## config.mk

```make
export PLATFORM = sky130hd
export DESIGN_NAME = supply_fault_status_bank
export DESIGN_NICKNAME = d
export VERILOG_FILES = /design/src/shared/fault_status_pkg.sv /design/src/verilog/supply_fault_status_bank.sv
export SDC_FILE = /design/constraint.sdc
export NUM_CORES = 1
export LEC_CHECK = 0
export BUFFER_PORTS_ARGS = -buffer_cell sky130_fd_sc_hd__buf_2
export CORE_MARGIN = 8
export CORE_UTILIZATION = 61
export CTS_BUF_LIST = sky130_fd_sc_hd__clkbuf_4
export DETAILED_ROUTE_END_ITERATION = 8
export PLACE_DENSITY = 0.95
export SKIP_LAST_GASP = 1
export SLEW_MARGIN = 10
export SYNTH_ARGS = -nofsm -noshare
export SYNTH_HDL_FRONTEND = slang
export SYNTH_SLANG_ARGS = --single-unit
```

## constraint.sdc

```tcl
create_clock -name clock -period 5.1 [get_ports clock]
set_input_delay 1.02 -clock clock [delete_from_list [all_inputs] [get_ports clock]]
set_output_delay 1.02 -clock clock [all_outputs]
set_load 0.005 [all_outputs]
```

## src/shared/fault_status_pkg.sv

```systemverilog
/*
 * Constants, types and field layouts for the supply and fault status bank.
 * Assumes a 25 MHz clock and a serial front end that delivers one decoded
 * command (address, clear bit) per frame on the same clock.
 */
package fault_status_pkg;

	// Register addresses, 7-bit.
	localparam logic [6:0] ADDR_SUPPLY  = 7'h41;
	localparam logic [6:0] ADDR_THERMAL = 7'h42;
	localparam logic [6:0] ADDR_HISTORY = 7'h43;
	localparam logic [6:0] ADDR_XCVR    = 7'h44;

	// Reset values after power-on and after soft reset.
	localparam logic [7:0] SUPPLY_POR_VAL  = 8'h80;
	localparam logic [7:0] SUPPLY_SOFT_VAL = 8'h00;
	localparam logic [7:0] ZERO_BYTE       = 8'h00;

	// Supply register bit positions.
	localparam int POS_POR       = 7;
	localparam int POS_SW_UV     = 6;
	localparam int POS_SW_OV     = 5;
	localparam int POS_REG2_OT   = 4;
	localparam int POS_REG2_UV   = 3;
	localparam int POS_SHORT     = 2;
	localparam int POS_UV_FS     = 1;
	localparam int POS_MAIN_UV   = 0;

	// History register field codes.
	localparam logic [1:0] HIST_CLEAR   = 2'h0;
	localparam logic [1:0] HIST_FAILURE = 2'h1;
	localparam logic [1:0] HIST_SLEEP   = 2'h2;
	localparam logic [1:0] WD_ONE       = 2'h1;
	localparam logic [1:0] WD_TWO       = 2'h2;

	// Fourth consecutive undervoltage reset, counted from zero.
	localparam logic [1:0] UV_RESET_LAST = 2'h3;

	// Short detection time and its cycle count at the 25 MHz clock.
	localparam int SHORT_TIME_US = 4000;
	localparam int CLOCK_MHZ     = 25;
	localparam int SHORT_CYCLES  = SHORT_TIME_US * CLOCK_MHZ;

	// Operating mode, Gray coded along init, normal, stop, sleep, restart.
	typedef enum logic [2:0] {
		MODE_INIT     = 3'h0,
		MODE_NORMAL   = 3'h1,
		MODE_STOP     = 3'h3,
		MODE_SLEEP    = 3'h2,
		MODE_RESTART  = 3'h6,
		MODE_FAILSAFE = 3'h7
	} mode_t;

	// Decoded serial command.
	typedef struct packed {
		logic       valid;
		logic       clear;
		logic [6:0] addr;
	} cmd_t;

	// Supply detector outputs.
	typedef struct packed {
		logic sw_uv;
		logic sw_ov;
		logic reg2_ot;
		logic reg2_uv;
		logic main_on;
		logic main_below;
		logic main_uv;
		logic main_ov;
		logic uv_reset;
	} supply_evt_t;

	// Watchdog and history events.
	typedef struct packed {
		logic watchdog_failure_counter;
		logic wd_trig_ok;
		logic wd_stopped;
		logic stop_by_fail;
		logic illegal_sleep;
		logic sleep_no_wake;
		logic sleep_entry;
		logic wake_pending;
		logic ov_reset_opt;
	} history_evt_t;

endpackage

```

## src/verilog/supply_fault_status_bank.sv

```systemverilog
/*
 * Sticky status bank for supply, thermal, history and transceiver faults.
 * Assumes all event inputs come from logic on the same clock, as one-cycle
 * pulses unless noted, and that a front end decodes the serial frames.
 */
module supply_fault_status_bank
	import fault_status_pkg::*;
#(
	parameter int SHORT_CNT = SHORT_CYCLES
) (
	input  wire logic         clock,
	input  wire logic         arst_n,
	input  wire logic         ce,
	input  wire logic         soft_reset,
	input  wire cmd_t         cmd,
	input  wire mode_t        mode,
	input  wire logic         reset_released,
	input  wire supply_evt_t  sup,
	input  wire logic [2:0]   thermal_evt,
	input  wire history_evt_t hist,
	input  wire logic [1:0]   cfg,
	input  wire logic         cfg_sel,
	input  wire logic         spi_fail,
	input  wire logic [1:0]   xcvr_code,
	input  wire logic         xcvr_uv,
	output logic [7:0]        rdata_ff,
	output logic              rvalid_ff,
	output logic              fail_output_ff,
	output logic              restart_req_ff,
	output logic              failsafe_req_ff,
	output logic              tx_disable_ff
);

	localparam int CW = $clog2(SHORT_CNT + 2);

	logic [7:0]    supply_ff;
	logic [2:0]    thermal_ff;
	logic [1:0]    hist_code_ff;
	logic [1:0]    wd_cnt_ff;
	logic          wd_frozen_ff;
	logic          spi_flag_ff;
	logic          failure_ff;
	logic [1:0]    xcvr_ff;
	logic          xcvr_uv_ff;
	logic [CW-1:0] short_cnt_ff;
	logic          short_cond_ff;
	logic [1:0]    uv_resets_ff;
	logic          rel_seen_ff;
	logic          wd_first_ff;
	logic [7:0]    nxt_supply;
	logic [7:0]    sup_set;
	logic          clr_sup;
	logic          clr_therm;
	logic          clr_hist;
	logic          clr_xcvr;
	logic          sleep_off;
	logic          uv_update;
	logic          short_hit;
	logic          uv_fs_hit;
	logic [1:0]    wd_limit;
	logic          wd_reach;
	logic          fail_act;
	logic          wd_restart_only;

	// Host clear strobes per register.
	always_comb begin
		clr_sup   = cmd.valid & cmd.clear & (cmd.addr == ADDR_SUPPLY);
		clr_therm = cmd.valid & cmd.clear & (cmd.addr == ADDR_THERMAL);
		clr_hist  = cmd.valid & cmd.clear & (cmd.addr == ADDR_HISTORY);
		clr_xcvr  = cmd.valid & cmd.clear & (cmd.addr == ADDR_XCVR);
	end

	// Sleep with the main regulator off masks its flags.
	assign sleep_off = (mode == MODE_SLEEP) & ~sup.main_on;

	// Short timer runs while the regulator is on but below threshold.
	always_ff @(posedge clock or negedge arst_n) begin
		if (!arst_n) begin
			short_cnt_ff  <= '0;
			short_cond_ff <= 1'b0;
		end else if (ce) begin
			if (soft_reset || !sup.main_on || !sup.main_below) begin
				short_cnt_ff  <= '0;
				short_cond_ff <= 1'b0;
			end else if (short_cnt_ff != CW'(SHORT_CNT + 1)) begin
				short_cnt_ff <= short_cnt_ff + 1'b1;
			end else begin
				short_cond_ff <= 1'b1;
			end
		end
	end
	assign short_hit = (short_cnt_ff == CW'(SHORT_CNT + 1)) & ~short_cond_ff
		& sup.main_on & sup.main_below;

	// First release of the reset output enables UV updates in init mode.
	always_ff @(posedge clock or negedge arst_n) begin
		if (!arst_n) begin
			rel_seen_ff <= 1'b0;
		end else if (ce) begin
			if (soft_reset)
				rel_seen_ff <= 1'b0;
			else if (reset_released)
				rel_seen_ff <= 1'b1;
		end
	end

	// Mode gating of the undervoltage flag.
	always_comb begin
		uv_update = (mode == MODE_NORMAL) | (mode == MODE_STOP)
			| ((mode == MODE_INIT) & rel_seen_ff) | short_cond_ff;
		uv_update = uv_update & ~sleep_off;
	end

	// Consecutive undervoltage resets; normal mode ends the streak.
	always_ff @(posedge clock or negedge arst_n) begin
		if (!arst_n) begin
			uv_resets_ff <= 2'h0;
		end else if (ce) begin
			if (soft_reset || mode == MODE_NORMAL)
				uv_resets_ff <= 2'h0;
			else if (sup.uv_reset && uv_resets_ff != UV_RESET_LAST)
				uv_resets_ff <= uv_resets_ff + 2'h1;
			else if (sup.uv_reset)
				uv_resets_ff <= 2'h0;
		end
	end
	assign uv_fs_hit = sup.uv_reset & (uv_resets_ff == UV_RESET_LAST);

	// Supply flag set terms.
	always_comb begin
		sup_set               = 8'h00;
		sup_set[POS_SW_UV]    = sup.sw_uv;
		sup_set[POS_SW_OV]    = sup.sw_ov;
		sup_set[POS_REG2_OT]  = sup.reg2_ot;
		sup_set[POS_REG2_UV]  = sup.reg2_uv;
		sup_set[POS_SHORT]    = short_hit & ~sleep_off;
		sup_set[POS_UV_FS]    = uv_fs_hit;
		sup_set[POS_MAIN_UV]  = sup.main_uv & uv_update;
		nxt_supply = (clr_sup ? 8'h00 : supply_ff) | sup_set;
	end

	// Supply status register; only power-on reset sets the POR flag.
	always_ff @(posedge clock or negedge arst_n) begin
		if (!arst_n)
			supply_ff <= SUPPLY_POR_VAL;
		else if (ce && soft_reset)
			supply_ff <= SUPPLY_SOFT_VAL;
		else if (ce)
			supply_ff <= nxt_supply;
	end

	// Thermal flags and the fail-safe request from second-level shutdown or the fourth consecutive undervoltage reset.
	always_ff @(posedge clock or negedge arst_n) begin
		if (!arst_n) begin
			thermal_ff      <= 3'h0;
			failsafe_req_ff <= 1'b0;
		end else if (ce) begin
			if (soft_reset)
				thermal_ff <= 3'h0;
			else
				thermal_ff <= (clr_therm ? 3'h0 : thermal_ff)
					| thermal_evt;
			failsafe_req_ff <= thermal_evt[2] | uv_fs_hit;
		end
	end

	// Watchdog limit per configuration: config 2 is code 1.
	always_comb begin
		wd_limit        = (cfg == 2'h1) ? WD_ONE : WD_TWO;
		wd_reach        = hist.watchdog_failure_counter & ~wd_frozen_ff
			& (wd_cnt_ff + 2'h1 >= wd_limit);
		wd_restart_only = hist.watchdog_failure_counter & ~cfg_sel & ~wd_first_ff;
		fail_act        = wd_reach & ~wd_restart_only;
	end

	// Watchdog failure counter, the one self-clearing field.
	always_ff @(posedge clock or negedge arst_n) begin
		if (!arst_n) begin
			wd_cnt_ff    <= 2'h0;
			wd_frozen_ff <= 1'b0;
			wd_first_ff  <= 1'b0;
		end else if (ce) begin
			if (soft_reset || hist.wd_trig_ok) begin
				wd_cnt_ff    <= 2'h0;
				wd_frozen_ff <= 1'b0;
			end else if (hist.wd_stopped && !hist.stop_by_fail
				&& !wd_frozen_ff) begin
				wd_cnt_ff <= 2'h0;
			end else if (hist.watchdog_failure_counter && !wd_frozen_ff) begin
				if (wd_cnt_ff < wd_limit)
					wd_cnt_ff <= wd_cnt_ff + 2'h1;
				if (cfg == 2'h1 || cfg == 2'h3)
					wd_frozen_ff <= 1'b1;
			end
			if (soft_reset)
				wd_first_ff <= 1'b0;
			else if (hist.watchdog_failure_counter)
				wd_first_ff <= 1'b1;
		end
	end

	// Fail output pulse and restart request.
	always_ff @(posedge clock or negedge arst_n) begin
		if (!arst_n) begin
			fail_output_ff <= 1'b0;
			restart_req_ff <= 1'b0;
		end else if (ce) begin
			fail_output_ff <= fail_act;
			restart_req_ff <= hist.watchdog_failure_counter;
		end
	end

	// History code, failure flag and serial failure flag.
	always_ff @(posedge clock or negedge arst_n) begin
		if (!arst_n) begin
			hist_code_ff <= HIST_CLEAR;
			failure_ff   <= 1'b0;
			spi_flag_ff  <= 1'b0;
		end else if (ce) begin
			if (soft_reset) begin
				hist_code_ff <= HIST_CLEAR;
				failure_ff   <= 1'b0;
				spi_flag_ff  <= 1'b0;
			end else begin
				if (hist.watchdog_failure_counter || thermal_evt[2] || sup.uv_reset
					|| (sup.main_ov && hist.ov_reset_opt)
					|| hist.illegal_sleep || hist.sleep_no_wake)
					hist_code_ff <= HIST_FAILURE;
				else if (hist.sleep_entry || hist.wake_pending)
					hist_code_ff <= HIST_SLEEP;
				else if (clr_hist)
					hist_code_ff <= HIST_CLEAR;
				failure_ff  <= fail_act | (failure_ff & ~clr_hist);
				spi_flag_ff <= spi_fail | (spi_flag_ff & ~clr_hist);
			end
		end
	end

	// Transceiver fault code and supply flag; the flag holds TX off.
	always_ff @(posedge clock or negedge arst_n) begin
		if (!arst_n) begin
			xcvr_ff       <= 2'h0;
			xcvr_uv_ff    <= 1'b0;
			tx_disable_ff <= 1'b0;
		end else if (ce) begin
			if (soft_reset) begin
				xcvr_ff       <= 2'h0;
				xcvr_uv_ff    <= 1'b0;
				tx_disable_ff <= 1'b0;
			end else begin
				if (xcvr_code != 2'h0)
					xcvr_ff <= xcvr_code;
				else if (clr_xcvr)
					xcvr_ff <= 2'h0;
				xcvr_uv_ff    <= xcvr_uv | (xcvr_uv_ff & ~clr_xcvr);
				tx_disable_ff <= xcvr_uv | (xcvr_uv_ff & ~clr_xcvr);
			end
		end
	end

	// Read path returns the value before any clear; unmapped reads zero.
	always_ff @(posedge clock or negedge arst_n) begin
		if (!arst_n) begin
			rdata_ff  <= ZERO_BYTE;
			rvalid_ff <= 1'b0;
		end else if (ce) begin
			rvalid_ff <= cmd.valid;
			if (cmd.valid) begin
				unique case (cmd.addr)
					ADDR_SUPPLY:  rdata_ff <= supply_ff;
					ADDR_THERMAL: rdata_ff <= {5'h00, thermal_ff};
					ADDR_HISTORY: rdata_ff <= {hist_code_ff, 2'h0, wd_cnt_ff,
						spi_flag_ff, failure_ff};
					ADDR_XCVR:    rdata_ff <= {5'h00, xcvr_ff, xcvr_uv_ff};
					default:      rdata_ff <= ZERO_BYTE;
				endcase
			end
		end
	end

	// Checks on the logic above.
	a_set_beats_clr: assert property (@(posedge clock) disable iff (!arst_n)
		ce && !soft_reset && clr_sup && sup.sw_uv
		|=> supply_ff[POS_SW_UV])
		else $error("supply event lost to a clear");
	a_shutdown_failsafe: assert property (@(posedge clock) disable iff (!arst_n)
		ce && thermal_evt[2] |=> failsafe_req_ff && thermal_ff[2])
		else $error("second-level shutdown without fail-safe request");
	a_therm_sticky: assert property (@(posedge clock) disable iff (!arst_n)
		ce && !soft_reset && !clr_therm && thermal_ff[1]
		|=> thermal_ff[1])
		else $error("thermal flag dropped without clear");
	a_uv_restart: assert property (@(posedge clock) disable iff (!arst_n)
		ce && !soft_reset && mode == MODE_RESTART && !short_cond_ff
		&& clr_sup |=> !supply_ff[POS_MAIN_UV])
		else $error("undervoltage flag set in restart mode");
	a_wd_no_three: assert property (@(posedge clock) disable iff (!arst_n)
		wd_cnt_ff != 2'h3)
		else $error("watchdog counter reached three");
	a_wd_trig_clr: assert property (@(posedge clock) disable iff (!arst_n)
		ce && hist.wd_trig_ok |=> wd_cnt_ff == 2'h0 && !wd_frozen_ff)
		else $error("watchdog counter kept after good trigger");
	a_fail_flag: assert property (@(posedge clock) disable iff (!arst_n)
		fail_output_ff && !$past(soft_reset) |-> failure_ff)
		else $error("fail output without failure flag");
	a_reserved_zero: assert property (@(posedge clock) disable iff (!arst_n)
		ce && cmd.valid && cmd.addr == ADDR_THERMAL
		|=> rvalid_ff && rdata_ff[7:3] == 5'h00)
		else $error("reserved thermal bits read nonzero");
	a_tx_disable: assert property (@(posedge clock) disable iff (!arst_n)
		ce && !soft_reset && xcvr_uv |=> tx_disable_ff && xcvr_uv_ff)
		else $error("transceiver undervoltage did not disable transmit");
	a_short_time: assert property (@(posedge clock) disable iff (!arst_n)
		ce && !soft_reset && short_hit && mode != MODE_SLEEP
		|=> supply_ff[POS_SHORT] && short_cond_ff)
		else $error("short not flagged after timeout");

endmodule

```

==> results.yml, run 1 <==
detailed_routing:
  drc: 0
  antenna_left: 0
  drt_pass1_iterations: 4
  drt-initial-drc-count: 218
  wl_per_cell_um: 17.4
  vias: 2544
  viasPerCell: 6.30
  wl_mm: 7.03
min_path:
  hp-class: "reg -> reg"
  min_to: "rdata_ff[3]$_DFFE_PN0P_"
  min_path_cells: 2
  min_from: "rdata_ff[3]$_DFFE_PN0P_"
power:
  peakVddDrop_mv: 0.148
  leakagePower_nw: 1.57
  finalPower_w: 0.000884
  power_frac_seq_pct: 54.2
  power.density_nw_per_um2: 266
  power.internal_w: 0.000669
  p_sw_w: 0.000215
  p_clk_share_pct: 32.8
  combPwrFrac_pct: 13.1
  sw_frac_of_total_pct: 24.3
synthesis:
  syn_area_um2: 2910
  synth_edf_count: 0
  yosys.area.top_type_share_pct: 46.5
  synth.distinct_cells: 54
  synth_nets: 348
  synth.largest_area_cell: "dfrtp_1"
  yosys_warnings: 0
  syn_avg_cell_area_um2: 9.82
  synthCells: 296
  async_reset_ff_share_pct: 100
  yosysSeqAreaShare_pct: 47.4
  synthTopCellsByArea: "dfrtp_1 46%, nor2_1 3.7%, nand2_1 3.4%, o21ai_0 3.1%, ha_1 3.0%"
  ys.flop_type: "dfrtp_1"
  synth-seq-cells: 55
clock_tree:
  ctsHtreeMaxLevel: 2
  cts_buffers: 5
  clock-root-buffer: "clkbuf_4"
  cts_resized: 0
  post_cts_buffers: 0
  clk_latency_ns: 0.37
  cts_tree: "built"
  clkTransAtPathRegs_ns: 0.15
  clock_path_buffers: 2
  clock_sinks: 55
  cts_hold_buffers: 0
timing:
  relSlewSlack_pct: 33.1
  period_share_pct: 53.0
  fin_crit_ns: 2.70
  setup_viol: 0
  hold_slack_ns: 0.493
  tns_ns: 0
  fmax_ghz: 0.370
  clock_skew_ns: 0.00511
  worst_pin_slew_ns: 1.00
  hold_violations: 0
  rsz0062_at_grt: "no"
  slew_violations: 0
worst_setup_path:
  worstPathRequired_ns: 5.42
  reg2reg_from: "wd_cnt_ff[0]$_DFFE_PN0P_"
  r2r_slack_ns: 3.19
  worstPathMaxFanout: 34
  reg2reg_to: "wd_cnt_ff[1]$_DFFE_PN0P_"
  end_kind: "flip-flop"
  rr_worst_depth: 6
  worstSetupPathType: "in -> reg"
  worstSetupStartpointType: "input pin"
  worstPathArrival_ns: 3.02
outcome:
  status: "finished clean"
die:
  start_util_pct: 62.4
  coreArea_um2: 4660
  io_pins: 58
  die_w_um: 85.0
  die-area_um2: 7230
  die_height_um: 85.0
  rows: 25
cells_and_area:
  drive_gt1_share_pct: 21.7
  regArea_um2: 1380
  fillCellCount: 343
  syn_to_final_growth_pct: 14.3
  final_area_um2: 3320
  multiInputGateArea_um2: 1440
  n_antenna_cell: 0
  nNetsFinal: 401
grt:
  track_usage_pct: 20.1
  grt_pass1_wl_mm: 12.0
  grt_pass1_vias: 2536
  antenna_found_initial: 0
  grt_max_degree: 56
  grt-ovfl-total: 0
flow_run:
  drv_cap: 0
place:
  post-dp-hpwl_mm: 5.09
  portBuffers: 57
  gp_congestion: 0.880
  postPlaceCellArea_um2: 3220
[worst max-delay path by stage]
stage,start,end,slack [ns],cells past startpoint
floorplan,cfg[0],wd_cnt_ff[1]$_DFFE_PN0P_,2.60,5
global placement,ce,short_cnt_ff[0]$_DFFE_PN0P_,2.19,5
detailed placement,ce,short_cnt_ff[5]$_DFFE_PN0P_,2.10,4
CTS,ce,supply_ff[2]$_DFFE_PN0P_,2.51,5
global route,ce,supply_ff[2]$_DFFE_PN0P_,2.26,5
finish,ce,supply_ff[2]$_DFFE_PN0P_,2.40,5
[sequential cells by signal, indices dropped and copies added, names as in the netlist, 2 cells and up]
name and flops:
short_cnt_ff 17, rdata_ff 8, supply_ff 8, thermal_ff 3
hist_code_ff 2, uv_resets_ff 2, wd_cnt_ff 2, xcvr_ff 2
[placed cells by master, fill, tap and decap left out, types with 3 or more instances in the layout]
cell / instances
a21o_1: 4
a21oi_1: 11
a221o_1: 4
a22o_1: 6
a22oi_1: 3
a31oi_1: 5
and4_1: 3
buf_2: 57
clkbuf_4: 6
dfrtp_1: 54
ha_1: 7
inv_1: 12
mux2i_1: 7
nand2_1: 26
nand2b_1: 3
nand3_1: 5
nand4_1: 8
nor2_1: 29
nor2b_1: 8
nor3_1: 7
nor3b_1: 3
nor4_1: 4
nor4b_1: 3
o21ai_0: 18
o2bb2ai_1: 6
o31ai_1: 6
xnor2_1: 5
xor2_1: 5
[synth_stat cells, types with 2 or more instances]
cell,count
dfrtp_1,54
nor2_1,29
nand2_1,26
o21ai_0,18
inv_1,12
a21oi_1,11
clkbuf_1,8
nand4_1,8
nor2b_1,8
ha_1,7
mux2i_1,7
nor3_1,7
a22o_1,6
o2bb2ai_1,6
o31ai_1,6
a31oi_1,5
nand3_1,5
xnor2_1,5
xor2_1,5
a21o_1,4
a221o_1,4
nor4_1,4
a22oi_1,3
and4_1,3
buf_2,3
nand2b_1,3
nor3b_1,3
nor4b_1,3
a211o_1,2
a41o_1,2
and2_1,2
and3_1,2
mux2_2,2
nor4bb_1,2
or3_1,2
[power groups by stage]
stage | sequential (W) | clock, W | combinational (W)
after CTS | 0.000479 | 0.000295 | 0.000115
after detailed placement | 0.000487 | 0 | 0.000114
after global routing | 0.000482 | 0.000310 | 0.000129
after global placement | 0.000486 | 0 | 0.000109
after floorplan | 0.000482 | 0 | 0.0000645
final | 0.000479 | 0.000290 | 0.000116
[logic make-up (layout without fill, tap and decap cells)]
kind of cell / count (synthesis) / in the layout / share of synthesized area [%]
AND/OR/NAND/NOR: 115 / 115 / 21.7
AO/OA/AOI/OAI: 76 / 76 / 18.4
flip-flops: 55 / 55 / 47.4
buffers and inverters: 24 / 78 / 3.27
XOR/XNOR: 10 / 10 / 3.01
multiplexers: 9 / 9 / 3.18
adder cells (fa/ha/maj): 7 / 7 / 3.01
[final cells by class]
type                    instances  area share, %
clock inverters                 2           1.81
well taps                      54           2.03
inverters                      12           1.36
flip-flops and latches         55           41.5
repair buffers                 58           8.81
clock buffers                   6           1.36
multi-input cells             217           43.2
[critical path, stage by stage]
cell	delay (ns)
buf_2	0.49
nor2b_1	0.87
nand3_1	0.28
nor3_1	0.24
a21o_1	0.11
[layer usage]
metal	global-route usage [%]	part of all wire (%)	vias to the layer above
li1	-	-	1203
met1	26.1	43	1218
met2	32.2	49	114
met3	3.57	6.5	9
met4	8.09	1.5	0
met5	0	0	-
[per-stage QoR]
step | std cells | setup WS (ns) | util, %
6_report | 404 | 2.40 | 71.3
5_1_grt | 404 | 2.26 | 71.3
4_1_cts | 404 | 2.51 | 71.3
3_5_place_dp | 396 | 2.10 | 69.0
3_3_place_gp | 396 | 2.19 | 69.0
2_1_floorplan | 296 | 2.60 | -
(Power assumes the default switching activity.)
==> run 2: changes to the inputs <==
CORE_UTILIZATION = 57   (was 61)
PLACE_DENSITY = 0.93   (was 0.95)
clock period = 2.6 ns   (was 5.1 ns; I/O delays follow)
==> results.yml, run 2 (synthesized netlist as in run 1, its figures left out) <==
outcome:
  status: "finished clean"
power:
  p_clk_share_pct: 28.7
  power.internal_w: 0.00120
  p_sw_w: 0.000440
  peakVddDrop_mv: 0.276
  sw_frac_of_total_pct: 26.8
  power.density_nw_per_um2: 492
  leakagePower_nw: 1.58
  combPwrFrac_pct: 14.0
  power_frac_seq_pct: 57.3
cells_and_area:
  nNetsFinal: 405
  final_common_cell: "buf_2"
  syn_to_final_growth_pct: 15.0
  largest_reg_flops: 17
  layout_common_cells: "57 x buf_2, 54 x dfrtp_1, 29 x nor2_1, 26 x nand2_1, 18 x o21ai_0"
  n_antenna_cell: 0
  regMostFlops: "short_cnt_ff"
  final_area_um2: 3340
  drive_gt1_share_pct: 22.3
  instances_no_fill: 424
  reg_top3: "short_cnt_ff x17, rdata_ff x8, supply_ff x8"
detailed_routing:
  drc: 0
  drt_pass1_iterations: 7
  wl_per_cell_um: 17.3
  drt-initial-drc-count: 152
  viasPerCell: 6.03
  vias: 2557
  wl_mm: 7.35
  antenna_left: 0
grt:
  track_usage_pct: 20.0
  antenna_found_initial: 0
  grt_pass1_vias: 2712
  grt_pass1_wl_mm: 12.2
  grt-ovfl-total: 0
  grt_max_degree: 56
die:
  rows: 26
  die-area_um2: 7640
  start_util_pct: 58.0
  io_pins: 58
  die_w_um: 87.4
  die_height_um: 87.4
  coreArea_um2: 5010
timing:
  fin_crit_ns: 1.92
  tns_ns: 0
  rsz0062_at_grt: "no"
  fmax_ghz: 0.520
  relSlewSlack_pct: 54.0
  setup_viol: 0
  hold_slack_ns: 0.236
  period_share_pct: 73.9
  worst_pin_slew_ns: 0.691
  slew_violations: 0
  hold_violations: 0
  clock_skew_ns: 0.00627
clock_tree:
  clock-root-buffer: "clkbuf_4"
  post_cts_buffers: 0
  clk_latency_ns: 0.39
  cts_hold_buffers: 0
  ctsHtreeMaxLevel: 2
  clock_sinks: 55
  cts_buffers: 5
  clkTransAtPathRegs_ns: 0.15
  cts_resized: 0
  cts_tree: "built"
  clock_path_buffers: 2
place:
  place_inst: 416
  postPlaceCellArea_um2: 3270
  portBuffers: 57
  post-dp-hpwl_mm: 5.47
  gp_congestion: 0.871
min_path:
  hp-class: "in -> async"
worst_setup_path:
  worstPathRequired_ns: 2.92
  worstSetupPathType: "reg -> reg"
  end_kind: "flip-flop"
  worstPathMaxFanout: 5
  crit_chain: "inv_1, ha_1, inv_1, a211o_1, or3b_2, o31ai_1"
  critPathMostFrequentCell: "inv_1"
  slowest_stage: "dfrtp_1"
  cpPeakStageDelay_ns: 0.48
  worstPathArrival_ns: 2.24
  worstSetupStartpointType: "flip-flop"
flow_run:
  drv_cap: 0
-- run 2: cell count changes in the layout (fill, tap and decap cells not counted) --
cell / before / now
buf_4: 1 / 5
bufinv_16: 2 / 1
clkbuf_4: 6 / 5
clkinv_1: 0 / 1
clkinv_2: 0 / 1
-- run 2: metrics by stage --
step / setup slack [ns] / util, % / total power, W
floorplan: 0.595 / - / 0.00107
global placement: 0.447 / 65.2 / 0.00117
detailed placement: 0.379 / 65.2 / 0.00119
CTS: 0.695 / 66.8 / 0.00165
global route: 0.586 / 66.8 / 0.00172
finish: 0.678 / 66.8 / 0.00164
-- run 2: path summary, 6_finish.rpt --
check / startpoint / end / slack, ns / cells past startpoint
setup reg to reg: wd_cnt_ff[0]$_DFFE_PN0P_ / wd_cnt_ff[1]$_DFFE_PN0P_ / 0.68 / 6
hold reg to reg: rdata_ff[7]$_DFFE_PN0P_ / rdata_ff[7]$_DFFE_PN0P_ / 0.49 / 2
hold / removal: arst_n / fail_output_ff$_DFFE_PN0P_ / 0.24 / 2
max in group asynchronous: arst_n / short_cnt_ff[5]$_DFFE_PN0P_ / 1.92 / 2
setup / recovery: wd_cnt_ff[0]$_DFFE_PN0P_ / wd_cnt_ff[1]$_DFFE_PN0P_ / 0.68 / 6
min in group clock: sup[6] / supply_ff[4]$_DFFE_PN0P_ / 0.35 / 2
-- run 2: power groups by stage --
stage	clock network, W	registers (W)	logic [W]
after global routing	0.000511	0.000948	0.000257
after global placement	0	0.000954	0.000218
after floorplan	0	0.000946	0.000127
final	0.000471	0.000943	0.000230
after CTS	0.000475	0.000942	0.000230
after detailed placement	0	0.000957	0.000229
-- run 2: cell type report --
class | instances | area [µm²]
Sequential cell | 55 | 1380
Clock buffer | 5 | 37.5
Timing Repair Buffer | 62 | 323
Tap cell | 70 | 87.6
Clock inverter | 3 | 38.8
Multi-Input combinational cell | 217 | 1440
Inverter | 12 | 45.0
Fill cell | 407 | 1670
-- run 2: layer usage --
| layer | GRT usage [%] | vias to the layer above | share of wire [%] |
|---|---|---|---|
| li1 | - | 1206 | - |
| met1 | 22.8 | 1227 | 41 |
| met2 | 35.5 | 114 | 51 |
| met3 | 3.58 | 10 | 6.2 |
| met4 | 8.13 | 0 | 1.3 |
| met5 | 0 | - | 0 |
-- run 2: worst max-delay path: cells and delay by family, from the launching register on --
family / cells / cell delay, ns
AND/OR/NAND/NOR: 1 / 0.47
buffers and inverters: 2 / 0.20
flip-flops: 1 / 0.48
AO/OA/AOI/OAI: 2 / 0.51
adder cells (fa/ha/maj): 1 / 0.18
